[src/pkg/serial_irq_pkg.sv]
// shared constants for the fifo serial port request logic
package serial_irq_pkg;
  localparam int FIFO_DEPTH = 64;
  localparam int CNT_W      = 7;
  localparam int DATA_W     = 8;
  // fifo_count_reg field positions
  localparam int TX_CNT_LSB = 8;
  localparam int RX_CNT_LSB = 0;
  // request source positions in the flag vector
  localparam int SRC_TXLOW  = 0;
  localparam int SRC_TXSTOP = 1;
  localparam int SRC_RXFULL = 2;
  localparam int SRC_FAULT  = 3;
  localparam int SRC_BREAK  = 4;
  localparam int SRC_IDLE   = 5;
  localparam int NUM_SRC    = 6;
  localparam logic [NUM_SRC-1:0] FLAGS_RESET     = 6'h00;
  // sources still available in clock-synchronous mode
  localparam logic [NUM_SRC-1:0] SYNC_MODE_MASK  = 6'h05;
  // trigger counts selected by the two-bit level fields
  localparam logic [CNT_W-1:0] TX_TRIG_0 = 7'h08;
  localparam logic [CNT_W-1:0] TX_TRIG_1 = 7'h04;
  localparam logic [CNT_W-1:0] TX_TRIG_2 = 7'h02;
  localparam logic [CNT_W-1:0] TX_TRIG_3 = 7'h00;
  localparam logic [CNT_W-1:0] RX_TRIG_0 = 7'h01;
  localparam logic [CNT_W-1:0] RX_TRIG_1 = 7'h04;
  localparam logic [CNT_W-1:0] RX_TRIG_2 = 7'h08;
  localparam logic [CNT_W-1:0] RX_TRIG_3 = 7'h0E;
  localparam logic [CNT_W-1:0] FIFO_FULL_CNT = 7'h40;
  // receive sampling: base ticks per bit, latch on the fourth
  localparam logic [2:0] SAMPLE_TICK = 3'h3;
  localparam logic [3:0] DATA_BITS   = 4'h8;
  typedef enum {RX_IDLE, RX_START, RX_DATA, RX_PARITY, RX_STOP} rx_state_t;
endpackage

[src/pkg/byte_stream_if.sv]
// byte stream with valid/ready between receiver, buffer and fifo
`timescale 1ns/100ps
interface byte_stream_if;
  logic       valid;
  logic       ready;
  logic [7:0] data;
  modport src (output valid, output data, input ready);
  modport snk (input valid, input data, output ready);
endinterface

[src/logic/two_entry_buffer.sv]
// two-entry elastic buffer in the receive data path
`timescale 1ns/100ps
module two_entry_buffer
  import serial_irq_pkg::*;
(
  // clock and reset
  input wire logic   ref_clk,
  input wire logic   rst,
  // streams
  byte_stream_if.snk inStream,
  byte_stream_if.src outStream
);
  logic [DATA_W-1:0] entry0;
  logic [DATA_W-1:0] entry1;
  logic [1:0]        fill;
  logic              push;
  logic              pop;

  assign inStream.ready  = (fill != 2'h2);
  assign outStream.valid = (fill != 2'h0);
  assign outStream.data  = entry0;
  assign push = inStream.valid && inStream.ready;
  assign pop  = outStream.valid && outStream.ready;

  always_ff @(posedge ref_clk or posedge rst) begin
    if (rst) begin
      entry0 <= 8'h00;
      entry1 <= 8'h00;
      fill   <= 2'h0;
    end else begin
      if (push && pop) begin
        if (fill == 2'h1) begin
          entry0 <= inStream.data;
        end else begin
          entry0 <= entry1;
          entry1 <= inStream.data;
        end
      end else if (push) begin
        if (fill == 2'h0) begin
          entry0 <= inStream.data;
        end else begin
          entry1 <= inStream.data;
        end
        fill <= fill + 2'h1;
      end else if (pop) begin
        entry0 <= entry1;
        fill   <= fill - 2'h1;
      end
    end
  end
endmodule

[src/logic/fifo_serial_irq.sv]
// fifo serial port: receiver, fifos, status flags, interrupt and dma requests
`timescale 1ns/100ps
// Functional notes
// - six asynchronous sources share three vectors in pairs.
// - clock-synchronous mode keeps only tx low and rx full sources.
// - each source has its own enable bit.
// - tx low request follows tx fifo low flag.
// - tx stop request follows tx stop flag.
// - rx full request follows rx fifo full flag.
// - fault, break and idle requests follow their flags.
// - dma only from tx low, tx stop and rx full.
// - dma-started tx stop flag clears on status read or full tx fifo.
// - a source never gives interrupt and dma request together.
// - tx low flag sets when tx count is at or below trigger.
// - tx low flag sets again if cleared while still at or below trigger.
// - tx count in bits 14 to 8, rx count in 6 to 0.
// - rx full flag sets when rx count reaches trigger.
// - rx full flag sets again if cleared while still at trigger.
// - break line all zero sets framing fault, maybe parity fault.
// - after a break no words enter rx fifo, receiver keeps running.
// - receiver syncs on start fall, latches on fourth base tick of eight.
module fifo_serial_irq
  import serial_irq_pkg::*;
(
  // clock and reset
  input  wire logic              ref_clk,
  input  wire logic              rst,
  // mode and configuration
  input  wire logic              syncMode,
  input  wire logic [1:0]        txTriggerLevel,
  input  wire logic [1:0]        rxTriggerLevel,
  input  wire logic [7:0]        baseDivisor,
  input  wire logic              parityEnable,
  input  wire logic              parityOdd,
  // source enables
  input  wire logic              txFifoIrqEnable,
  input  wire logic              rxFullIrqEnable,
  input  wire logic              rxFaultIrqEnable,
  input  wire logic              lineBreakIrqEnable,
  input  wire logic              rxIdleIrqEnable,
  input  wire logic              txStopIrqEnable,
  // dma routing
  input  wire logic              dmaTxSelect,
  input  wire logic              dmaRxSelect,
  // software flag access
  input  wire logic [5:0]        flagClear,
  input  wire logic              statusRead,
  // external events
  input  wire logic              txStopEvent,
  input  wire logic              rxIdleEvent,
  // serial line
  input  wire logic              serialInputPin,
  // transmit fifo
  input  wire logic              txWriteStrobe,
  input  wire logic [7:0]        txWriteData,
  input  wire logic              txPopStrobe,
  output logic      [7:0]        txPopData,
  // receive fifo
  input  wire logic              rxReadStrobe,
  output logic      [7:0]        rxReadData,
  // status
  output logic      [14:0]       fifoCount,
  output logic                   txFifoLowFlag,
  output logic                   txStopFlag,
  output logic                   rxFifoFullFlag,
  output logic                   rxFaultFlag,
  output logic                   lineBreakFlag,
  output logic                   rxIdleReadyFlag,
  output logic                   framingFaultFlag,
  output logic                   parityFaultFlag,
  // requests
  output logic                   txLowRequest,
  output logic                   txStopRequest,
  output logic                   rxFullRequest,
  output logic                   rxFaultRequest,
  output logic                   breakRequest,
  output logic                   rxIdleRequest,
  output logic                   txVectorIrq,
  output logic                   faultVectorIrq,
  output logic                   rxVectorIrq,
  output logic                   dmaTxRequest,
  output logic                   dmaRxRequest
);
  logic [DATA_W-1:0] txMem [FIFO_DEPTH];
  logic [DATA_W-1:0] rxMem [FIFO_DEPTH];
  logic [5:0]        txWrPtr;
  logic [5:0]        txRdPtr;
  logic [5:0]        rxWrPtr;
  logic [5:0]        rxRdPtr;
  logic [CNT_W-1:0]  txCount;
  logic [CNT_W-1:0]  rxCount;
  logic [CNT_W-1:0]  txTrig;
  logic [CNT_W-1:0]  rxTrig;
  logic              txPush;
  logic              txPop;
  logic              rxPush;
  logic              rxPop;
  logic [NUM_SRC-1:0] flags;
  logic [NUM_SRC-1:0] flagSet;
  logic [NUM_SRC-1:0] enables;
  logic [NUM_SRC-1:0] active;
  logic [NUM_SRC-1:0] toDma;
  logic [NUM_SRC-1:0] irqOut;
  logic              stopDma;
  logic              stopAutoClear;
  rx_state_t         rxState;
  logic [7:0]        divCnt;
  logic              baseTick;
  logic [2:0]        tickCnt;
  logic              sampleStrobe;
  logic              prevPin;
  logic [3:0]        bitCnt;
  logic [7:0]        shiftData;
  logic              parityAcc;
  logic              wordDone;
  logic              wordGood;
  logic              frameFault;
  logic              parFault;
  logic              breakSeen;
  logic              overrun;
  logic              rxValid;
  logic [7:0]        rxWord;

  byte_stream_if rxStream ();
  byte_stream_if fifoStream ();

  two_entry_buffer rxBuffer (
    .ref_clk   (ref_clk),
    .rst       (rst),
    .inStream  (rxStream),
    .outStream (fifoStream)
  );

  // trigger count lookup
  always_comb begin
    case (txTriggerLevel)
      2'h0:    txTrig = TX_TRIG_0;
      2'h1:    txTrig = TX_TRIG_1;
      2'h2:    txTrig = TX_TRIG_2;
      default: txTrig = TX_TRIG_3;
    endcase
    case (rxTriggerLevel)
      2'h0:    rxTrig = RX_TRIG_0;
      2'h1:    rxTrig = RX_TRIG_1;
      2'h2:    rxTrig = RX_TRIG_2;
      default: rxTrig = RX_TRIG_3;
    endcase
  end

  // transmit fifo, writes beyond full are dropped
  assign txPush = txWriteStrobe && (txCount != FIFO_FULL_CNT);
  assign txPop  = txPopStrobe && (txCount != 7'h00);

  always_ff @(posedge ref_clk or posedge rst) begin
    if (rst) begin
      txWrPtr   <= 6'h00;
      txRdPtr   <= 6'h00;
      txCount   <= 7'h00;
      txPopData <= 8'h00;
    end else begin
      if (txPush) begin
        txMem[txWrPtr] <= txWriteData;
        txWrPtr        <= txWrPtr + 6'h01;
      end
      if (txPop) begin
        txPopData <= txMem[txRdPtr];
        txRdPtr   <= txRdPtr + 6'h01;
      end
      txCount <= txCount + {6'h00, txPush} - {6'h00, txPop};
    end
  end

  // receive fifo; while a break is pending words are drained and discarded
  assign fifoStream.ready = (rxCount != FIFO_FULL_CNT) || lineBreakFlag;
  assign rxPush = fifoStream.valid && fifoStream.ready && !lineBreakFlag;
  assign rxPop  = rxReadStrobe && (rxCount != 7'h00);

  always_ff @(posedge ref_clk or posedge rst) begin
    if (rst) begin
      rxWrPtr    <= 6'h00;
      rxRdPtr    <= 6'h00;
      rxCount    <= 7'h00;
      rxReadData <= 8'h00;
    end else begin
      if (rxPush) begin
        rxMem[rxWrPtr] <= fifoStream.data;
        rxWrPtr        <= rxWrPtr + 6'h01;
      end
      if (rxPop) begin
        rxReadData <= rxMem[rxRdPtr];
        rxRdPtr    <= rxRdPtr + 6'h01;
      end
      rxCount <= rxCount + {6'h00, rxPush} - {6'h00, rxPop};
    end
  end

  assign fifoCount = {txCount, 1'b0, rxCount};

  // base clock at eight ticks per bit, realigned on the start edge
  always_ff @(posedge ref_clk or posedge rst) begin
    if (rst) begin
      divCnt   <= 8'h00;
      baseTick <= 1'b0;
    end else if (rxState == RX_IDLE) begin
      divCnt   <= 8'h00;
      baseTick <= 1'b0;
    end else if (divCnt == baseDivisor) begin
      divCnt   <= 8'h00;
      baseTick <= 1'b1;
    end else begin
      divCnt   <= divCnt + 8'h01;
      baseTick <= 1'b0;
    end
  end

  assign sampleStrobe = baseTick && (tickCnt == SAMPLE_TICK);

  // receiver; reception carries on through faults and breaks
  always_ff @(posedge ref_clk or posedge rst) begin
    if (rst) begin
      rxState    <= RX_IDLE;
      prevPin    <= 1'b1;
      tickCnt    <= 3'h0;
      bitCnt     <= 4'h0;
      shiftData  <= 8'h00;
      parityAcc  <= 1'b0;
      wordDone   <= 1'b0;
      wordGood   <= 1'b0;
      frameFault <= 1'b0;
      parFault   <= 1'b0;
      breakSeen  <= 1'b0;
    end else begin
      prevPin    <= serialInputPin;
      wordDone   <= 1'b0;
      frameFault <= 1'b0;
      parFault   <= 1'b0;
      breakSeen  <= 1'b0;
      if (baseTick) begin
        tickCnt <= tickCnt + 3'h1;
      end
      case (rxState)
        RX_IDLE: begin
          tickCnt <= 3'h0;
          if (prevPin && !serialInputPin) begin
            rxState <= RX_START;
          end
        end
        RX_START: begin
          if (sampleStrobe) begin
            // a glitch shorter than half a bit is not a start
            rxState   <= serialInputPin ? RX_IDLE : RX_DATA;
            bitCnt    <= 4'h0;
            parityAcc <= parityOdd;
          end
        end
        RX_DATA: begin
          if (sampleStrobe) begin
            shiftData <= {serialInputPin, shiftData[7:1]};
            parityAcc <= parityAcc ^ serialInputPin;
            bitCnt    <= bitCnt + 4'h1;
            if (bitCnt == DATA_BITS - 4'h1) begin
              rxState <= parityEnable ? RX_PARITY : RX_STOP;
            end
          end
        end
        RX_PARITY: begin
          if (sampleStrobe) begin
            parFault <= parityAcc ^ serialInputPin;
            rxState  <= RX_STOP;
          end
        end
        RX_STOP: begin
          if (sampleStrobe) begin
            wordDone   <= 1'b1;
            wordGood   <= serialInputPin;
            frameFault <= !serialInputPin;
            breakSeen  <= !serialInputPin && (shiftData == 8'h00);
            rxState    <= RX_IDLE;
          end
        end
        default: rxState <= RX_IDLE;
      endcase
    end
  end

  // hand good words to the buffer; a word still unaccepted is overrun
  assign rxStream.valid = rxValid;
  assign rxStream.data  = rxWord;
  assign overrun = wordDone && wordGood && rxValid && !rxStream.ready;

  always_ff @(posedge ref_clk or posedge rst) begin
    if (rst) begin
      rxValid <= 1'b0;
      rxWord  <= 8'h00;
    end else if (wordDone && wordGood && !(rxValid && !rxStream.ready)) begin
      rxValid <= 1'b1;
      rxWord  <= shiftData;
    end else if (rxStream.ready) begin
      rxValid <= 1'b0;
    end
  end

  // fault detail flags, cleared together with the fault flag
  always_ff @(posedge ref_clk or posedge rst) begin
    if (rst) begin
      framingFaultFlag <= 1'b0;
      parityFaultFlag  <= 1'b0;
    end else begin
      framingFaultFlag <= frameFault || (framingFaultFlag && !flagClear[SRC_FAULT]);
      parityFaultFlag  <= parFault || (parityFaultFlag && !flagClear[SRC_FAULT]);
    end
  end

  // level-set flags re-arm at once if cleared while the fill still qualifies
  assign flagSet[SRC_TXLOW]  = (txCount <= txTrig);
  assign flagSet[SRC_TXSTOP] = txStopEvent;
  assign flagSet[SRC_RXFULL] = (rxCount >= rxTrig);
  assign flagSet[SRC_FAULT]  = frameFault || parFault || overrun;
  assign flagSet[SRC_BREAK]  = breakSeen;
  assign flagSet[SRC_IDLE]   = rxIdleEvent;

  assign stopAutoClear = stopDma && (statusRead || txCount == FIFO_FULL_CNT);

  // set wins over any clear in the same cycle
  always_ff @(posedge ref_clk or posedge rst) begin
    if (rst) begin
      flags <= FLAGS_RESET;
    end else begin
      flags <= flagSet | (flags & ~flagClear);
      if (stopAutoClear && !txStopEvent) begin
        flags[SRC_TXSTOP] <= 1'b0;
      end
    end
  end

  // remembers that the stop flag launched a dma transfer
  always_ff @(posedge ref_clk or posedge rst) begin
    if (rst) begin
      stopDma <= 1'b0;
    end else if (!flags[SRC_TXSTOP]) begin
      stopDma <= 1'b0;
    end else if (active[SRC_TXSTOP] && dmaTxSelect) begin
      stopDma <= 1'b1;
    end
  end

  assign enables = {rxIdleIrqEnable, lineBreakIrqEnable, rxFaultIrqEnable,
                    rxFullIrqEnable, txStopIrqEnable, txFifoIrqEnable};
  assign toDma   = {3'h0, dmaRxSelect, dmaTxSelect, dmaTxSelect};

  genvar s;
  generate
    for (s = 0; s < NUM_SRC; s++) begin : gSrc
      // clock-synchronous mode silences four of the sources
      assign active[s] = flags[s] && enables[s] && (!syncMode || SYNC_MODE_MASK[s]);
      assign irqOut[s] = active[s] && !toDma[s];
    end
  endgenerate

  assign {rxIdleReadyFlag, lineBreakFlag, rxFaultFlag,
          rxFifoFullFlag, txStopFlag, txFifoLowFlag} = flags;
  assign txLowRequest   = irqOut[SRC_TXLOW];
  assign txStopRequest  = irqOut[SRC_TXSTOP];
  assign rxFullRequest  = irqOut[SRC_RXFULL];
  assign rxFaultRequest = irqOut[SRC_FAULT];
  assign breakRequest   = irqOut[SRC_BREAK];
  assign rxIdleRequest  = irqOut[SRC_IDLE];
  assign txVectorIrq    = txLowRequest || txStopRequest;
  assign faultVectorIrq = rxFaultRequest || breakRequest;
  assign rxVectorIrq    = rxFullRequest || rxIdleRequest;
  assign dmaTxRequest   = (active[SRC_TXLOW] || active[SRC_TXSTOP]) && dmaTxSelect;
  assign dmaRxRequest   = active[SRC_RXFULL] && dmaRxSelect;
endmodule

[config.mk]
export PLATFORM = sky130hd
export DESIGN_NAME = fifo_serial_irq
export DESIGN_NICKNAME = d
export VERILOG_FILES = /design/src/pkg/serial_irq_pkg.sv /design/src/pkg/byte_stream_if.sv /design/src/logic/two_entry_buffer.sv /design/src/logic/fifo_serial_irq.sv
export SDC_FILE = /design/constraint.sdc
export NUM_CORES = 1
export LEC_CHECK = 0
export ABC_AREA = 1
export BUFFER_PORTS_ARGS = -buffer_cell sky130_fd_sc_hd__buf_4
export CELL_PAD_IN_SITES_DETAIL_PLACEMENT = 0
export CELL_PAD_IN_SITES_GLOBAL_PLACEMENT = 1
export CORE_MARGIN = 8
export CORE_UTILIZATION = 54
export DETAILED_ROUTE_END_ITERATION = 10
export GPL_TIMING_DRIVEN = 0
export HOLD_SLACK_MARGIN = 0.15
export PLACE_DENSITY_LB_ADDON = 0.08
export SLEW_MARGIN = 0
export SYNTH_ARGS = -nofsm -noshare
export SYNTH_HDL_FRONTEND = slang
export SYNTH_SLANG_ARGS = --single-unit
[constraint.sdc]
create_clock -name ref_clk -period 10 [get_ports ref_clk]
set_clock_uncertainty 0.15 [all_clocks]
set_input_delay 1.5 -clock ref_clk [delete_from_list [all_inputs] [get_ports ref_clk]]
set_output_delay 1.5 -clock ref_clk [all_outputs]
set_load 0.02 [all_outputs]
==> flow_summary.yaml <==
hold_path:
  hold_path.class: "reg -> reg"
detailed_routing:
  firstDrtPassIters: 6
  wirelength_mm: 140
  vias: 33200
  wl_per_cell_um: 22.9
  antenna_left: 0
  drtIter0Drc: 3194
  route.detailed.drc: 0
  via_per_inst: 5.44
clocking:
  htree_num_levels: 3
  clock_latency_ns: 0.70
  post-cts-setup-buffers: 0
  clockBufferDepth: 3
  clkTransAtPathRegs_ns: 0.06
  clock-root-buffer: "clkbuf_16"
  cts.sinks: 1148
  ctsResizeCount: 0
  cts_tree: "done"
  numCtsBuffers: 114
  cts_hold_buf: 0
timing:
  min_period_ns: 4.52
  slew_viol_final: 0
  fin_tns_setup_ns: 0
  max_slew_margin_pct: 35.0
  period_share_pct: 45.2
  hold_viol: 0
  rsz0062_at_grt: "false"
  worst_slew_pin_slew_ns: 0.975
  setup_viol: 0
  max_freq_ghz: 0.221
cells_and_area:
  drive_gt1_share_pct: 9.09
  layout_commonest_cell: "nand2_1"
  final_cell_mix: "1517 x nand2_1, 1024 x edfxtp_1, 572 x nand3_1"
  fin_nets: 4927
  final.fill_count: 7440
  final_util_pct: 61.3
  diodes: 0
  area_delta_synth_final_pct: 12.4
  final_cell_area_um2: 55300
synth:
  netlist_area_um2: 49200
  syn_avg_cell_area_um2: 10.6
  synth_fp_nets: 4711
  ys.flop_type: "edfxtp_1"
  ys_ff_latch: 1148
  yosysSeqAreaShare_pct: 68.8
  ys_warn_count: 0
  yosysUniqueCellTypes: 45
  synth-edff-count: 1024
  netlist_instances: 4622
  synthArstFlopShare_pct: 10.8
critical_path:
  cp-endpoint: "txMem[31][0]"
  crit_arrival_ns: 4.69
  reg2reg_depth: 18
  path_max_fanout: 51
  crit_start: "rst"
  startpoint_type: "input pin"
  r2r-end: "rxCount[6]"
  cp_data_required_time_ns: 10.17
  end_kind: "flop"
  worstSetupPathType: "in -> reg"
  r2r_slack_ns: 6.17
  rr_startpoint: "rxCount[3]"
placed_design:
  dp_hpwl_mm: 95.3
  port_buffers: 94
  place_area_um2: 51500
  gp_congestion: 0.923
run_status:
  run_status: "completed"
die:
  fp.dieH_um: 318
  row_count: 110
  die_area_um2: 101000
  fp.coreArea_um2: 90100
  fp.dieW_um: 318
  ios: 96
  start_util_pct: 54.6
power_and_ir_drop:
  ir_drop_uv: 178
  power.density_nw_per_um2: 278
  p_leak_nw: 22.2
job:
  maxCapViolCount: 0
global_routing:
  grt_overflow: 0
  grt_pass1_wl_mm: 205
  grtUsageTotal_pct: 27.2
  grt_start_max_net_pins: 66
  first_global_vias: 31800
  antenna_found_initial: 0
cell families (layout without fill, tap and decap cells):
| group | after synthesis | count (layout) | synth area share [%] |
|---|---|---|---|
| xor gates and xnor gates | 45 | 45 | 0.801 |
| AOI/OAI and AO/OA | 240 | 240 | 2.77 |
| DFF | 1148 | 1148 | 68.8 |
| muxes | 2 | 2 | 0.0432 |
| adders and majority gates | 43 | 43 | 1.12 |
| and+or+nand+nor | 2483 | 2483 | 20.7 |
| buffers and inverters | 660 | 967 | 5.79 |
| other | 1 | 1 | 0.00762 |
where the power goes:
group / switching [mW] / internal (mW) / leakage [nW]
Combinational: 4.08 / 1.56 / 10.6
Clock: 1.80 / 2.51 / 1.84
Sequential: 0.107 / 5.35 / 9.72
Total: 5.98 / 9.42 / 22.2
flip-flops by register name, indices dropped and copies added (netlist names), 2 cells and up:
| register | count |
|---|---|
| rxReadData | 8 |
| shiftData | 8 |
| bitCnt | 4 |
| rxBuffer.fill | 2 |
| rxStream.data | 8 |
| txCount | 7 |
| divCnt | 8 |
| flags | 6 |
| txWrPtr | 6 |
| txPopData | 8 |
| rxBuffer.entry1 | 8 |
| rxBuffer.outStream.data | 8 |
| tickCnt | 3 |
| rxMem | 512 |
| rxCount | 7 |
| rxWrPtr | 6 |
| rxState | 3 |
| rxRdPtr | 6 |
| txRdPtr | 6 |
| txMem | 512 |
per-stage QoR:
| step | power [mW] | setup WS [ns] | std cells | hold WS, ns |
|---|---|---|---|---|
| after floorplan | 8.92 | 2.37 | 4622 | 0.267 |
| after global placement | 11.1 | -2.13 | 5892 | 0.303 |
| after detailed placement | 11.1 | 4.81 | 5898 | 0.305 |
| after CTS | 15.4 | 5.50 | 6105 | 0.318 |
| after global routing | 16.1 | 5.32 | 6105 | 0.338 |
| final | 15.4 | 5.48 | 6105 | 0.315 |
synth_stat cells (2+ instances only):
cell type | number | share of area, %
nand2_1 | 1517 | 12
edfxtp_1 | 1024 | 62
nand3_1 | 572 | 5.8
inv_1 | 427 | 3.3
nor2_1 | 353 | 2.7
dfrtp_1 | 123 | 6.3
buf_2 | 116 | 1.2
a21oi_1 | 94 | 0.96
o21ai_0 | 70 | 0.71
clkbuf_1 | 54 | 0.41
o211ai_1 | 48 | 0.73
ha_1 | 41 | 1.0
xor2_1 | 33 | 0.59
buf_6 | 22 | 0.50
nand4_1 | 18 | 0.23
buf_1 | 16 | 0.12
buf_4 | 15 | 0.23
xnor2_1 | 12 | 0.21
o21ai_1 | 10 | 0.10
nor3_1 | 8 | 0.081
o21bai_1 | 6 | 0.092
inv_2 | 5 | 0.038
clkinv_1 | 4 | 0.031
o22ai_1 | 4 | 0.051
nor4_1 | 3 | 0.038
or2_2 | 3 | 0.038
a31oi_1 | 2 | 0.025
fa_1 | 2 | 0.081
nand3_2 | 2 | 0.041
nor2_2 | 2 | 0.025
o221ai_1 | 2 | 0.036
routing by layer:
metal / vias to the layer above / track usage [%] / wire length (µm)
met3: 291 / 3.25 / 8530
met1: 15800 / 36.2 / 58200
met4: 0 / 13.2 / 7540
li1: 15800 / - / -
met2: 1262 / 44.4 / 65700
met5: - / 0 / 0
final cells by class:
| class | count | area (µm²) | share of cell area [%] |
|---|---|---|---|
| sequential | 1148 | 33900 | 61.2 |
| multi-input combinational | 2814 | 12500 | 22.6 |
| clock buffer | 161 | 3240 | 5.87 |
| inverter | 437 | 1650 | 2.98 |
| tap | 1176 | 1470 | 2.66 |
| buffer | 223 | 1210 | 2.18 |
| timing repair buffer | 100 | 841 | 1.52 |
| clock inverter | 46 | 510 | 0.923 |
worst max-delay path: stages:
cell and delay (ns):
buf_4 0.14, inv_1 0.07, clkbuf_4 0.55, buf_16 0.32, buf_16 0.30, nand4_1 0.73
nor2_1 1.00
worst min path at each step:
stage               startpoint                to  slack, ns  cells after the start
detailed placement  frameFault          flags[3]       0.30                      2
finish              frameFault          flags[3]       0.31                      2
global route        frameFault          flags[3]       0.34                      2
CTS                 frameFault          flags[3]       0.32                      2
global placement    frameFault  framingFaultFlag       0.30                      1
floorplan            breakSeen          flags[4]       0.27                      1
(Power assumes the default switching activity.)
